**config.mk**
```make
export PLATFORM = sky130hd
export DESIGN_NAME = dt_timer_top
export DESIGN_NICKNAME = d
export VERILOG_FILES = /design/src/inc/dt_pkg.sv /design/src/design/dt_pin_sync.sv /design/src/design/dt_prescale.sv /design/src/design/dt_timer_top.sv
export VERILOG_INCLUDE_DIRS = /design/src /design/src/inc
export SDC_FILE = /design/constraint.sdc
export NUM_CORES = 1
export LEC_CHECK = 0
export BUFFER_PORTS_ARGS = -buffer_cell sky130_fd_sc_hd__buf_4
export CORE_MARGIN = 4
export CORE_UTILIZATION = 51
export CTS_BUF_LIST = sky130_fd_sc_hd__clkbuf_8
export DETAILED_ROUTE_END_ITERATION = 10
export PLACE_DENSITY = 0.74
export SLEW_MARGIN = 10
export SYNTH_ARGS = -nofsm -noshare
export SYNTH_HDL_FRONTEND = slang
export SYNTH_SLANG_ARGS = --single-unit
```
**constraint.sdc**
```tcl
create_clock -name clk -period 3.6 [get_ports clk]
set_input_delay 0.72 -clock clk [delete_from_list [all_inputs] [get_ports clk]]
set_output_delay 0.72 -clock clk [all_outputs]
set_load 0.1 [all_outputs]
```
**src/inc/dt_consts.svh**
```systemverilog
// offsets, field positions, reset values and timing counts of the dual timer
// assumes byte addressing on a 32-bit avalon slave, one register per word
`ifndef DT_CONSTS_SVH
`define DT_CONSTS_SVH

// ----------------------------------------
// register byte offsets
// ----------------------------------------
`define DT_OFF_CNT8      5'h00
`define DT_OFF_OPTION    5'h04
`define DT_OFF_INTC      5'h08
`define DT_OFF_CNT16L    5'h0c
`define DT_OFF_CNT16H    5'h10
`define DT_OFF_CTL16     5'h14
`define DT_OFF_GATE      5'h18
`define DT_OFF_FLG16     5'h1c

// ----------------------------------------
// field positions
// ----------------------------------------
`define DT_OPT_EXT_BIT   5
`define DT_OPT_BYP_BIT   3
`define DT_OPT_PS_LSB    0
`define DT_INTC_EN_BIT   5
`define DT_INTC_FLG_BIT  2
`define DT_CTL_SRC_LSB   6
`define DT_CTL_PS_LSB    4
`define DT_CTL_SYNC_BIT  2
`define DT_CTL_ON_BIT    0
`define DT_GATE_EN_BIT   7
`define DT_GATE_POL_BIT  6
`define DT_GATE_VAL_BIT  2
`define DT_GATE_SS_LSB   0
`define DT_FLG_OVF_BIT   0
`define DT_FLG_EN_BIT    1

// ----------------------------------------
// reset values and timing
// ----------------------------------------
`define DT_OPTION_RST    8'hff
`define DT_CTL16_RST     8'h00
`define DT_GATE_RST      8'h00
`define DT_PHASE_Q2      2'h1
`define DT_PHASE_Q4      2'h3

`endif

```
**src/inc/dt_pkg.sv**
```systemverilog
// types shared by the dual timer files
// assumes nothing beyond a systemverilog compiler
package dt_pkg;

    // ----------------------------------------
    // sixteen-bit clock source selection
    // ----------------------------------------
    typedef enum logic [1:0] {
        dt_src_instr = 2'b00,
        dt_src_sys   = 2'b01,
        dt_src_ext   = 2'b10,
        dt_src_rsvd  = 2'b11
    } dt_clk_src_t;

endpackage

```
**src/design/dt_pin_sync.sv**
```systemverilog
// two-flop synchroniser for one pin, with a rising-edge pulse
// assumes the pin is asynchronous to clk
`timescale 1ns/1ps
module dt_pin_sync (
    input  wire logic clk,
    input  wire logic sys_rst,
    input  wire logic pin,
    output logic      level,
    output logic      rise
);
    import dt_pkg::*;

    logic s1_q;
    logic s2_q;
    logic s3_q;

    // ----------------------------------------
    // synchroniser; the edge is taken after the second flop only
    // ----------------------------------------
    always_ff @(posedge clk or posedge sys_rst) begin
        if (sys_rst) begin
            s1_q <= 1'b0;
            s2_q <= 1'b0;
            s3_q <= 1'b0;
        end else begin
            s1_q <= pin;
            s2_q <= s1_q;
            s3_q <= s2_q;
        end
    end

    assign level = s2_q;
    assign rise  = s2_q & ~s3_q;
endmodule

```
**src/design/dt_prescale.sv**
```systemverilog
// power-of-two prescaler: passes one tick out of 2**div_log2
// assumes tick and clr come from logic on clk
`timescale 1ns/1ps
module dt_prescale (
    input  wire logic       clk,
    input  wire logic       sys_rst,
    input  wire logic       clr,
    input  wire logic       tick,
    input  wire logic [3:0] div_log2,
    output logic            tick_out,
    output logic [7:0]      cnt
);
    import dt_pkg::*;

    logic [7:0] mask;

    // ----------------------------------------
    // divider
    // ----------------------------------------
    assign mask     = 8'((9'h001 << div_log2) - 9'h001);
    assign tick_out = tick & ~clr & ((cnt & mask) == mask);

    // a clear beats a tick, so a count write always restarts the ratio
    always_ff @(posedge clk or posedge sys_rst) begin
        if (sys_rst) begin
            cnt <= 8'h00;
        end else if (clr) begin
            cnt <= 8'h00;
        end else if (tick) begin
            cnt <= cnt + 8'h01;
        end
    end
endmodule

```
**src/design/dt_timer_top.sv**
```systemverilog
// dual timer: 8-bit timer with its own prescaler, 16-bit timer with gate
// assumes an avalon-mm master on clk and pins asynchronous to clk
// Function
// [RULE_01] 8-bit count goes through the prescaler only when bypass is clear
// [RULE_02] eight ratios 1:2 to 1:256 chosen by a three-bit select
// [RULE_03] bypass set makes the 8-bit timer count 1:1
// [RULE_04] prescaler hidden from software; writing the 8-bit count clears it
// [RULE_05] roll from ff to 00 sets the 8-bit overflow flag always
// [RULE_06] only a software write clears the 8-bit overflow flag
// [RULE_07] 8-bit interrupt request only when its enable bit is set
// [RULE_08] external 8-bit counting sampled on phases q2 and q4
// [RULE_09] sleep freezes the 8-bit count; it cannot wake
// [RULE_10] 16-bit clock divided by 1, 2, 4 or 8 from a two-bit field
// [RULE_11] 16-bit prescaler hidden; any count byte write clears it
// [RULE_12] sync disable lets the 16-bit timer count straight from pin edges
// [RULE_13] async external mode keeps counting in sleep and may wake
// [RULE_14] mode switches may lose or add one increment
// [RULE_15] count byte reads are valid while counting asynchronously
// [RULE_16] software should stop the 16-bit timer before writing it
// [RULE_17] gate control only when gate enable is set, else free running
// [RULE_18] gate polarity picks the gate level that lets the timer count
// [RULE_19] active gate: increment on each rising edge of the source
// [RULE_20] inactive gate: the 16-bit count holds
// [RULE_21] two-bit gate source select, 0 is the gate pin, polarity applies
// [RULE_22] 16-bit count as two bytes with its own overflow flag
//
// Our own choices: the Avalon-MM slave port and the address map.
`timescale 1ns/1ps
`include "dt_consts.svh"
module dt_timer_top (
    input  wire logic        clk,
    input  wire logic        sys_rst,
    input  wire logic [4:0]  avs_address,
    input  wire logic        avs_read,
    input  wire logic        avs_write,
    input  wire logic [31:0] avs_writedata,
    input  wire logic [3:0]  avs_byteenable,
    output logic [31:0]      avs_readdata,
    output logic             avs_waitrequest,
    input  wire logic        sleep,
    input  wire logic        eight_bit_ext_clock_pin,
    input  wire logic        sixteen_bit_ext_clock_pin,
    input  wire logic        gate_pin,
    input  wire logic [2:0]  gate_alt_src,
    output logic             eight_bit_irq,
    output logic             sixteen_bit_irq,
    output logic             wake_req
);
    import dt_pkg::*;

    function automatic logic hit(input logic [4:0] addr, input logic [4:0] off);
        hit = (addr == off);
    endfunction

    logic        wait_q;
    logic [31:0] rdata_d;
    logic        wr_en;
    logic [7:0]  wdat;
    logic        wr_cnt8;
    logic        wr_opt;
    logic        wr_intc;
    logic        wr_lo;
    logic        wr_hi;
    logic        wr_ctl;
    logic        wr_gate;
    logic        wr_flg;
    logic [1:0]  phase_q;
    logic        run;
    logic        q2;
    logic        q4;
    logic [2:0]  pin_bus;
    logic [2:0]  pin_lvl;
    logic [2:0]  pin_rise;
    logic [7:0]  opt_q;
    logic        en8_q;
    logic        flag8_q;
    logic [7:0]  cnt8_q;
    logic        ext8;
    logic        bypass;
    logic [3:0]  exp8;
    logic        tick8;
    logic        p8;
    logic [7:0]  pre8_cnt;
    logic        pend8_q;
    logic        inc8;
    logic        ovf8;
    logic [7:0]  ctl_q;
    logic [7:0]  gate_q;
    logic        en16_q;
    logic        flag16_q;
    logic [15:0] cnt16_q;
    dt_clk_src_t src16;
    logic        sync_dis;
    logic        on16;
    logic        pend16_q;
    logic        src_tick;
    logic        gate_lvl;
    logic        gate_ok;
    logic        tick16;
    logic        p16;
    logic [7:0]  pre16_cnt;
    logic        ovf16;

    // ----------------------------------------
    // avalon slave: one wait cycle, then a one-cycle answer
    // ----------------------------------------
    always_ff @(posedge clk or posedge sys_rst) begin
        if (sys_rst) begin
            wait_q <= 1'b1;
        end else begin
            wait_q <= ~(wait_q & (avs_read | avs_write));
        end
    end

    always_ff @(posedge clk or posedge sys_rst) begin
        if (sys_rst) begin
            avs_readdata <= 32'h0000_0000;
        end else if (wait_q & avs_read) begin
            avs_readdata <= rdata_d;
        end
    end

    assign avs_waitrequest = wait_q;
    assign wr_en   = avs_write & ~wait_q & avs_byteenable[0];
    assign wdat    = avs_writedata[7:0];
    assign wr_cnt8 = wr_en & hit(avs_address, `DT_OFF_CNT8);
    assign wr_opt  = wr_en & hit(avs_address, `DT_OFF_OPTION);
    assign wr_intc = wr_en & hit(avs_address, `DT_OFF_INTC);
    assign wr_lo   = wr_en & hit(avs_address, `DT_OFF_CNT16L);
    assign wr_hi   = wr_en & hit(avs_address, `DT_OFF_CNT16H);
    assign wr_ctl  = wr_en & hit(avs_address, `DT_OFF_CTL16);
    assign wr_gate = wr_en & hit(avs_address, `DT_OFF_GATE);
    assign wr_flg  = wr_en & hit(avs_address, `DT_OFF_FLG16);

    // single-clock capture keeps count reads whole even in async mode
    always_comb begin
        rdata_d = 32'h0000_0000;
        if (hit(avs_address, `DT_OFF_CNT8)) begin
            rdata_d[7:0] = cnt8_q;
        end else if (hit(avs_address, `DT_OFF_OPTION)) begin
            rdata_d[7:0] = opt_q;
        end else if (hit(avs_address, `DT_OFF_INTC)) begin
            rdata_d[`DT_INTC_EN_BIT]  = en8_q;
            rdata_d[`DT_INTC_FLG_BIT] = flag8_q;
        end else if (hit(avs_address, `DT_OFF_CNT16L)) begin
            rdata_d[7:0] = cnt16_q[7:0]; // [RULE_15]
        end else if (hit(avs_address, `DT_OFF_CNT16H)) begin
            rdata_d[7:0] = cnt16_q[15:8]; // [RULE_15]
        end else if (hit(avs_address, `DT_OFF_CTL16)) begin
            rdata_d[7:0] = ctl_q;
        end else if (hit(avs_address, `DT_OFF_GATE)) begin
            rdata_d[7:0] = gate_q;
            rdata_d[`DT_GATE_VAL_BIT] = gate_ok;
        end else if (hit(avs_address, `DT_OFF_FLG16)) begin
            rdata_d[`DT_FLG_OVF_BIT] = flag16_q;
            rdata_d[`DT_FLG_EN_BIT]  = en16_q;
        end
    end

    // ----------------------------------------
    // instruction phases; they stop in sleep like the core clock
    // ----------------------------------------
    assign run = ~sleep;
    assign q2  = run & (phase_q == `DT_PHASE_Q2);
    assign q4  = run & (phase_q == `DT_PHASE_Q4);

    always_ff @(posedge clk or posedge sys_rst) begin
        if (sys_rst) begin
            phase_q <= 2'h0;
        end else if (run) begin
            phase_q <= phase_q + 2'h1;
        end
    end

    // ----------------------------------------
    // pin synchronisers
    // ----------------------------------------
    assign pin_bus = {gate_pin, sixteen_bit_ext_clock_pin, eight_bit_ext_clock_pin};

    genvar gi;
    generate
        for (gi = 0; gi < 3; gi = gi + 1) begin : g_sync
            dt_pin_sync u_sync (
                .clk     (clk),
                .sys_rst (sys_rst),
                .pin     (pin_bus[gi]),
                .level   (pin_lvl[gi]),
                .rise    (pin_rise[gi])
            );
        end
    endgenerate

    // ----------------------------------------
    // 8-bit timer
    // ----------------------------------------
    assign ext8   = opt_q[`DT_OPT_EXT_BIT];
    assign bypass = opt_q[`DT_OPT_BYP_BIT]; // [RULE_03]
    assign exp8   = bypass ? 4'h0 : ({1'b0, opt_q[`DT_OPT_PS_LSB +: 3]} + 4'h1); // [RULE_01]
    assign tick8  = run & (ext8 ? pin_rise[0] : q4); // [RULE_09]

    dt_prescale u_pre8 (
        .clk      (clk),
        .sys_rst  (sys_rst),
        .clr      (wr_cnt8), // [RULE_04]
        .tick     (tick8),
        .div_log2 (exp8), // [RULE_02]
        .tick_out (p8),
        .cnt      (pre8_cnt)
    );

    // counter mode: prescaler output is held and taken on q2 or q4
    assign inc8 = ext8 ? (pend8_q & (q2 | q4)) : p8; // [RULE_08]
    assign ovf8 = inc8 & (cnt8_q == 8'hff) & ~wr_cnt8;

    always_ff @(posedge clk or posedge sys_rst) begin
        if (sys_rst) begin
            pend8_q <= 1'b0;
        end else if (p8 & ext8) begin
            pend8_q <= 1'b1;
        end else if (inc8 | ~ext8) begin
            pend8_q <= 1'b0;
        end
    end

    always_ff @(posedge clk or posedge sys_rst) begin
        if (sys_rst) begin
            cnt8_q <= 8'h00;
        end else if (wr_cnt8) begin
            cnt8_q <= wdat;
        end else if (inc8) begin
            cnt8_q <= cnt8_q + 8'h01;
        end
    end

    always_ff @(posedge clk or posedge sys_rst) begin
        if (sys_rst) begin
            opt_q <= `DT_OPTION_RST;
            en8_q <= 1'b0;
        end else begin
            if (wr_opt) begin
                opt_q <= wdat;
            end
            if (wr_intc) begin
                en8_q <= wdat[`DT_INTC_EN_BIT];
            end
        end
    end

    // a roll in the same cycle as a clearing write keeps the flag set
    always_ff @(posedge clk or posedge sys_rst) begin
        if (sys_rst) begin
            flag8_q <= 1'b0;
        end else if (ovf8) begin
            flag8_q <= 1'b1; // [RULE_05]
        end else if (wr_intc) begin
            flag8_q <= wdat[`DT_INTC_FLG_BIT]; // [RULE_06]
        end
    end

    // ----------------------------------------
    // 16-bit timer
    // ----------------------------------------
    assign src16    = dt_clk_src_t'(ctl_q[`DT_CTL_SRC_LSB +: 2]);
    assign sync_dis = ctl_q[`DT_CTL_SYNC_BIT];
    assign on16     = ctl_q[`DT_CTL_ON_BIT];

    // pending edge is dropped when sync is disabled, so a switch may
    // lose or gain one count
    always_ff @(posedge clk or posedge sys_rst) begin
        if (sys_rst) begin
            pend16_q <= 1'b0;
        end else if (pin_rise[1] & ~sync_dis) begin
            pend16_q <= 1'b1;
        end else if (q4 | sync_dis) begin
            pend16_q <= 1'b0; // [RULE_14]
        end
    end

    always_comb begin
        case (src16)
            dt_src_instr: src_tick = q4;
            dt_src_sys:   src_tick = run;
            dt_src_ext: begin
                // async path ignores run, so it keeps going in sleep
                src_tick = sync_dis ? pin_rise[1] : (pend16_q & q4); // [RULE_12]
            end
            default:      src_tick = 1'b0;
        endcase
    end

    assign gate_lvl = (gate_q[`DT_GATE_SS_LSB +: 2] == 2'h0) ? pin_lvl[2] :
                      gate_alt_src[gate_q[`DT_GATE_SS_LSB +: 2] - 2'h1]; // [RULE_21]
    assign gate_ok  = ~gate_q[`DT_GATE_EN_BIT] |
                      (gate_lvl == gate_q[`DT_GATE_POL_BIT]); // [RULE_17]
    assign tick16   = on16 & gate_ok & src_tick; // [RULE_19]

    dt_prescale u_pre16 (
        .clk      (clk),
        .sys_rst  (sys_rst),
        .clr      (wr_lo | wr_hi), // [RULE_11]
        .tick     (tick16),
        .div_log2 ({2'b00, ctl_q[`DT_CTL_PS_LSB +: 2]}), // [RULE_10]
        .tick_out (p16),
        .cnt      (pre16_cnt)
    );

    assign ovf16 = p16 & (cnt16_q == 16'hffff) & ~(wr_lo | wr_hi);

    always_ff @(posedge clk or posedge sys_rst) begin
        if (sys_rst) begin
            cnt16_q <= 16'h0000;
        end else if (wr_lo) begin
            cnt16_q[7:0] <= wdat;
        end else if (wr_hi) begin
            cnt16_q[15:8] <= wdat;
        end else if (p16) begin // [RULE_20]
            cnt16_q <= cnt16_q + 16'h0001; // [RULE_22]
        end
    end

    always_ff @(posedge clk or posedge sys_rst) begin
        if (sys_rst) begin
            ctl_q  <= `DT_CTL16_RST;
            gate_q <= `DT_GATE_RST;
            en16_q <= 1'b0;
        end else begin
            if (wr_ctl) begin
                ctl_q <= wdat;
            end
            if (wr_gate) begin
                gate_q <= wdat; // [RULE_18]
            end
            if (wr_flg) begin
                en16_q <= wdat[`DT_FLG_EN_BIT];
            end
        end
    end

    always_ff @(posedge clk or posedge sys_rst) begin
        if (sys_rst) begin
            flag16_q <= 1'b0;
        end else if (ovf16) begin
            flag16_q <= 1'b1; // [RULE_22]
        end else if (wr_flg) begin
            flag16_q <= wdat[`DT_FLG_OVF_BIT];
        end
    end

    // ----------------------------------------
    // requests; only the 16-bit timer can wake, the 8-bit one is frozen
    // ----------------------------------------
    always_ff @(posedge clk or posedge sys_rst) begin
        if (sys_rst) begin
            eight_bit_irq   <= 1'b0;
            sixteen_bit_irq <= 1'b0;
            wake_req        <= 1'b0;
        end else begin
            eight_bit_irq   <= flag8_q & en8_q; // [RULE_07]
            sixteen_bit_irq <= flag16_q & en16_q;
            wake_req        <= sleep & flag16_q & en16_q; // [RULE_13]
        end
    end

    // ----------------------------------------
    // checks
    // ----------------------------------------
    chk_bypass_rate: assert property ( // [RULE_03]
        @(posedge clk) disable iff (sys_rst)
        (bypass && !ext8 && q4 && !wr_cnt8) |-> inc8
    ) else $error("bypassed 8-bit timer missed an instruction cycle");

    chk_ratio_min: assert property ( // [RULE_02]
        @(posedge clk) disable iff (sys_rst)
        (!bypass && !ext8 && q4 && !pre8_cnt[0] && !wr_cnt8) |-> !inc8
    ) else $error("prescaled 8-bit timer counted faster than 1:2");

    chk_pre8_clear: assert property ( // [RULE_04]
        @(posedge clk) disable iff (sys_rst)
        wr_cnt8 |=> (pre8_cnt == 8'h00) && (cnt8_q == $past(wdat))
    ) else $error("8-bit count write did not clear the prescaler");

    chk_ovf8_set: assert property ( // [RULE_05]
        @(posedge clk) disable iff (sys_rst)
        (inc8 && cnt8_q == 8'hff && !wr_cnt8) |=> (flag8_q && cnt8_q == 8'h00)
    ) else $error("8-bit roll did not set the overflow flag");

    chk_ovf8_sticky: assert property ( // [RULE_06]
        @(posedge clk) disable iff (sys_rst)
        (flag8_q && !wr_intc) |=> flag8_q
    ) else $error("8-bit overflow flag cleared without a write");

    chk_irq8_enable: assert property ( // [RULE_07]
        @(posedge clk) disable iff (sys_rst)
        eight_bit_irq |-> ($past(en8_q) && $past(flag8_q))
    ) else $error("8-bit request raised while disabled");

    chk_sleep_freeze: assert property ( // [RULE_09]
        @(posedge clk) disable iff (sys_rst)
        (sleep && !wr_cnt8) |=> $stable(cnt8_q)
    ) else $error("8-bit count moved during sleep");

    chk_pre16_clear: assert property ( // [RULE_11]
        @(posedge clk) disable iff (sys_rst)
        (wr_lo || wr_hi) |=> (pre16_cnt == 8'h00)
    ) else $error("16-bit byte write did not clear the prescaler");

    chk_async_sleep: assert property ( // [RULE_13]
        @(posedge clk) disable iff (sys_rst)
        (sleep && src16 == dt_src_ext && sync_dis && on16 && !gate_q[`DT_GATE_EN_BIT]
         && ctl_q[`DT_CTL_PS_LSB +: 2] == 2'h0 && pin_rise[1] && !wr_lo && !wr_hi)
        |=> (cnt16_q == $past(cnt16_q) + 16'h0001)
    ) else $error("async 16-bit timer did not count in sleep");

    chk_gate_hold: assert property ( // [RULE_20]
        @(posedge clk) disable iff (sys_rst)
        (gate_q[`DT_GATE_EN_BIT] && gate_lvl != gate_q[`DT_GATE_POL_BIT]
         && !wr_lo && !wr_hi) |=> $stable(cnt16_q)
    ) else $error("16-bit count moved with the gate inactive");

    chk_ovf16_set: assert property ( // [RULE_22]
        @(posedge clk) disable iff (sys_rst)
        (p16 && cnt16_q == 16'hffff && !wr_lo && !wr_hi) |=> (flag16_q && cnt16_q == 16'h0000)
    ) else $error("16-bit roll did not set its overflow flag");
endmodule

```
### Yosys cells after proc, flatten, opt, wreduce, memory -nomap -nowiden

Index checks and enable logic that the tools add are counted.

| cells by class | value |
|---|---|
| add/subtract/negate cells | 9 |
| multipliers | 0 |
| div/mod/pow operators | 0 |
| magnitude comparators | 1 |
| equality and inequality tests | 17 |
| shift operators | 2 |
| multiplexer cells | 39 |
| bitwise operators | 54 |
| reductions and logical operators | 14 |

Operators by type and width:

| kind | number |
|---|---|
| two-way mux 8 bit | 14 |
| AND 1 bit | 35 |
| adder 8 x 1 -> 8 bit (second input constant) | 3 |
| equality test 5 bit (second input constant) | 4 |
| nonzero test 2 bit | 9 |
| adder 16 x 1 -> 16 bit (second input constant) | 1 |
| AND 8 bit | 2 |
| equality test 16 bit (second input constant) | 1 |
| equality test 8 bit | 2 |
| two-way mux 16 bit | 1 |
| subtractor 8 x 1 -> 8 bit (second input constant) | 2 |
| two-way mux 1 bit | 15 |
| NOT 1 bit | 11 |
| equality test 5 x 4 -> 1 bit (second input constant) | 2 |
| two-way mux 2 bit | 5 |
| equality test 8 bit (second input constant) | 1 |
| << shifter 1 x 2 -> 8 bit (first input constant) | 1 |
| << shifter 1 x 4 -> 8 bit (first input constant) | 1 |
| two-way mux 6 bit | 1 |
| OR 1 bit | 6 |
| equality test 5 x 3 -> 1 bit (second input constant) | 1 |
| logical NOT 5 bit | 1 |
| adder 3 x 1 -> 4 bit (second input constant) | 1 |
| equality test 2 x 1 -> 1 bit (second input constant) | 2 |
| 11 further kinds | 14 |

| storage, ports and cells | value |
|---|---|
| bits in registers | 92 |
| bits in latches | 0 |
| bits in writable memories | 0 |
| ROM bits | 0 |
| bits of input ports | 52 |
| word-level logic and storage cells | 164 |
| memories kept | 0 |

### Longest topological paths before layout

| depth | value |
|---|---|
| word-level depth | 13 |
| depth in mapped cells | 13 |
| depth with buffers taken out | 11 |

### Modules after synthesis

A second synthesis with hierarchy kept.

| unflattened totals | value |
|---|---|
| cells, all modules | 547 |
| area total of the unflattened synthesis | 5390.2 um^2 |

Modules (own cells, without submodules):

| module | instances | cells an instance | area an instance (um^2) | sequential area each (um^2) |
|---|---|---|---|---|
| dt_timer_top | 1 | 412 | 3971.3 | 1687.9 |
| dt_prescale | 2 | 60 | 570.5 | 200.2 |
| dt_pin_sync | 3 | 5 | 92.6 | 75.1 |

### Worst setup path before layout

OpenSTA, ideal clock, no wires.

| timing path | value |
|---|---|
| path type | flip-flop to flip-flop |
| start | reg opt_q[1] |
| end | reg cnt8_q[1] |
| setup time | 0.150 ns |
| arrival time | 2.811 ns |
| required time | 3.450 ns |
| path slack | 0.640 ns |
| cell stages (with the launch flop) | 12 |
| buffers on the path | 2 |
| period minus slack after synthesis | 2.960 ns |
| cell sequence | dfstp_2 -> ha_1 -> clkbuf_1 -> or4_1 -> ha_1 -> o31ai_1 -> nor4bb_1 -> a221o_1 -> o31ai_1 -> buf_2 -> mux2i_1 -> o21ai_0 |

| between the ends | value |
|---|---|
| longest elaborated chain between the ends | 9 |

Ends and longest elaborated chain:

| item | RTL line | text |
|---|---|---|
| start: declaration | dt_timer_top.sv:74 | `logic [7:0] opt_q;` |
| start signal: assignment | dt_timer_top.sv:237 | `` opt_q <= `DT_OPTION_RST; `` |
| start signal: assignment | dt_timer_top.sv:241 | `opt_q <= wdat;` |
| adder 3 x 1 -> 4 bit * | dt_timer_top.sv:198 | `` assign exp8 = bypass ? 4'h0 : ({1'b0, opt_q[`DT_OPT_PS_LSB +: 3]} + 4'h1); `` |
| two-way mux 4 bit * | dt_timer_top.sv:198 |  |
| << shifter 1 x 4 -> 8 bit * | dt_prescale.sv:20 | `assign mask = 8'((9'h001 << div_log2) - 9'h001);` |
| subtractor 8 x 1 -> 8 bit * | dt_prescale.sv:20 |  |
| AND 8 bit | dt_prescale.sv:21 | `assign tick_out = tick & ~clr & ((cnt & mask) == mask);` |
| equality test 8 bit * | dt_prescale.sv:21 |  |
| AND 1 bit * | dt_prescale.sv:21 |  |
| two-way mux 1 bit * | dt_timer_top.sv:212 | `assign inc8 = ext8 ? (pend8_q & (q2 \| q4)) : p8;` |
| nonzero test 2 bit (no line) * | n/a |  |
| end signal: assignment | dt_timer_top.sv:229 | `cnt8_q <= wdat;` |
| end signal: assignment | dt_timer_top.sv:231 | `cnt8_q <= cnt8_q + 8'h01;` |
| end: declaration | dt_timer_top.sv:77 | `logic [7:0] cnt8_q;` |

Mark *: on every way between the ends. The rest lies on a longest branch, timed or not.
A chain may end at the register's enable or synchronous reset.

### Final worst setup path

| timing path | value |
|---|---|
| start | reg opt_q[0] |
| end | reg cnt8_q[1] |

Same word-level chain as after synthesis.

==> metrics <==
largest family of logic cells by synthesized area=simple AND/OR/NAND/NOR gates; static leakage=2.48 nW; max_cap viols=0; Seq/Total Area, Yosys=0.433; top-count cell post-synth=dfrtp_1; register area=0.00216 mm²; combinational power share=0.280; Max Freq=308 MHz; P_int=1.77 mW; final worst path period share=0.902; switch share=0.364; reg2reg path depth=11; Die X=107 µm; clock root buffer=clkbuf_8; Hold Path Cell Cnt=0; Setup crit end=cnt8_q[1]; P_sw=1.02 mW; Synth Cell Area=0.00500 mm²; P per Cell Area=505 mW/mm²; Die Ht=107 µm; RR Endpoint=cnt8_q[1]; Cell Rows=35; Main synth FF type=dfrtp_1; Post-Syn Area per Cell=9.80 µm²; layout cell share with drive strength beyond 1=0.215; Syn. warnings=0; CP Launch Type=flop; critical path arrival=3.48 ns; Final Hold Vio Count=0; final setup vio count=0; Congestion Overflow GR=0; Rel. slew slack=0.448; slowest CP cell=dfstp_2; dpl hpwl=8.49 mm; worst-case clock buffer depth=2; GPL Wtd Cong=0.901; Compound-Gate Fraction of Synth Area=0.116; ys async rst share=1.00; Hold Path Class=reg -> reg; Sequential Power Share=0.459; Tmin final=3.25 ns; crit path max fanout=11; final net count=605; xor-xnor portion of the synthesized cell area=0.0543; htree depth=3; clock power share=0.261; Synth cell types=61; CP Launch Point=opt_q[0]; Initial Util=0.533; Routed Antenna Nets=0; antenna violations before repair=0; Synth Area in Simple Gates=0.186; ANT cells=0; setup TNS=0 ns; Resize count post-CTS=0; CP Class=reg -> reg; Commonest cells post-synth=dfrtp_1 (77), nor2_1 (54), nand2_1 (41); CTS Buf Count=9; first-pass GRT wire length=19.7 mm; post-synth top area share=0.385; multiplexer share of the synthesized area=0.114; via count=3936; cts hold-fix bufs=0; initial drt markers=446; register bit count reported by yosys=86; router iterations before antenna repair=6; Crit path largest cell delay=0.63 ns; largest net degree at the start of global routing=36; Multi-input gate area=0.00256 mm²; final WL=11.8 mm; wire per inst=17.3 µm; Residual DRC=0; Req. time, crit path=3.83 ns; final core occ=0.589; Clock Skew=0.0111 ns; worst setup margin=0.354 ns; post-synth top area cell=dfrtp_1; ranking of synthesized cells by area=dfrtp_1 (39%), mux2_2 (6.1%), dfstp_2 (4.7%); setup bufs post-CTS=0; Mapped Cells=510; vias in the first global route=3818; final cell count without fillers=678; fill count=814; Worst-Margin Slew=0.824 ns; port bufs=36; unrepaired setup endpoints after global routing=no; r2r setup slk=0.35 ns; DP Cell Count=662; Total Power=2.79 mW; CTS tree=done; clock-pin transition on the worst setup and hold timing paths=0.09 ns; gr usage total=0.218; Core Box Area=0.00937 mm²; critical-path cell list=ha_1, xor2_1, or4_1, ha_1, o31ai_1, nor4bb_1, a221o_1, o31ai_1, buf_4, mux2i_1, o21ai_0; CP endpoint kind=flop; Via density=5.81; area grow syn2layout=10.4%; Adder-Cell Fraction of Synth Area=0.0225; DIE AREA=0.0114 mm²; status=completed; # IOs=88; CTS sink count=86; Setup WS pre-CTS=0.407 ns; number of synthesized flops with an enable pin=0; peak supply drop=0.264 mV; clock latency on the worst-skew pair=0.35 ns; Final Slew Violations=0; reg2reg start=opt_q[0]
[per-layer routing]
| metal | global-route usage | share of wire |
|---|---|---|
| met1 | 0.312 | 0.43 |
| met2 | 0.333 | 0.46 |
| met3 | 0.0391 | 0.085 |
| met4 | 0.0785 | 0.026 |
| met5 | 0 | 0 |
[power by group through the flow]
stage	Sequential, mW	Clock (mW)	Combinational [mW]
6_report	1.28	0.726	0.781
5_1_grt	1.30	0.785	0.863
4_1_cts	1.28	0.741	0.782
3_5_place_dp	1.29	0	0.773
3_3_place_gp	1.29	0	0.745
2_1_floorplan	1.30	0	0.590
[cell families (layout without fill, tap and decap cells)]
group,count (synthesis),count (layout)
AOI/OAI and AO/OA,89,89
xor gates and xnor gates,31,31
adders and majority gates,9,9
buffers and inverters,67,83
DFF,86,86
muxes,46,46
other,1,24
and+or+nand+nor,181,181
[how the worst min path moves through the flow]
stage                          startpoint                      to
floorplan           g_sync[0].u_sync.s1_q  g_sync[0].u_sync.level
global placement    g_sync[0].u_sync.s1_q  g_sync[0].u_sync.level
detailed placement  g_sync[0].u_sync.s1_q  g_sync[0].u_sync.level
CTS                 g_sync[0].u_sync.s1_q  g_sync[0].u_sync.level
global route        g_sync[1].u_sync.s1_q  g_sync[1].u_sync.level
finish              g_sync[0].u_sync.s1_q  g_sync[0].u_sync.level
[sequential cells by signal (all words and copies together), names as in the netlist, 2 cells and up]
signal               count
avs_readdata             8
ctl_q                    8
phase_q                  2
opt_q                    8
u_pre8.cnt               8
g_sync.u_sync.level      3
cnt16_q                 16
u_pre16.cnt              3
gate_q                   7
cnt8_q                   8
g_sync.u_sync.s1_q       3
g_sync.u_sync.s3_q       2
[area by class of cell]
class                           count  share of cell area
Multi-Input combinational cell    380               0.463
Clock buffer                       11              0.0274
Clock inverter                      5              0.0118
Tap cell                          129              0.0292
Inverter                           22              0.0152
Sequential cell                    86               0.392
Timing Repair Buffer               45              0.0612
[critical path: cells and delay by family (launching register included)]
| family | cells | cell delay [ns] |
|---|---|---|
| AOI/OAI and AO/OA | 4 | 0.79 |
| muxes | 1 | 0.20 |
| xor gates and xnor gates | 1 | 0.13 |
| adders and majority gates | 2 | 0.63 |
| and+or+nand+nor | 2 | 0.51 |
| buffers and inverters | 1 | 0.23 |
| DFF | 1 | 0.63 |
[cell usage in the layout (no fill, tap or decap), drive strengths merged, types with 9 or more instances in the layout]
master,synthesis,final
mux2i,13,13
conb,1,24
mux2,27,27
inv,22,22
nand2,41,41
nor3,19,19
xnor2,21,21
nor2,54,54
ha,9,9
clkbuf,12,11
a21oi,18,18
buf,33,45
dfstp,9,9
nand3,16,16
dfrtp,77,77
xor2,10,10
o21ai,28,28
[metrics by stage]
stage	hold WS, ns	cell area, µm²
finish	0.354	5520
global route	0.370	5520
CTS	0.360	5520
detailed placement	0.338	5300
global placement	0.334	5300
floorplan	0.331	5080
No activity file was read; power rests on OpenSTA's default activity.
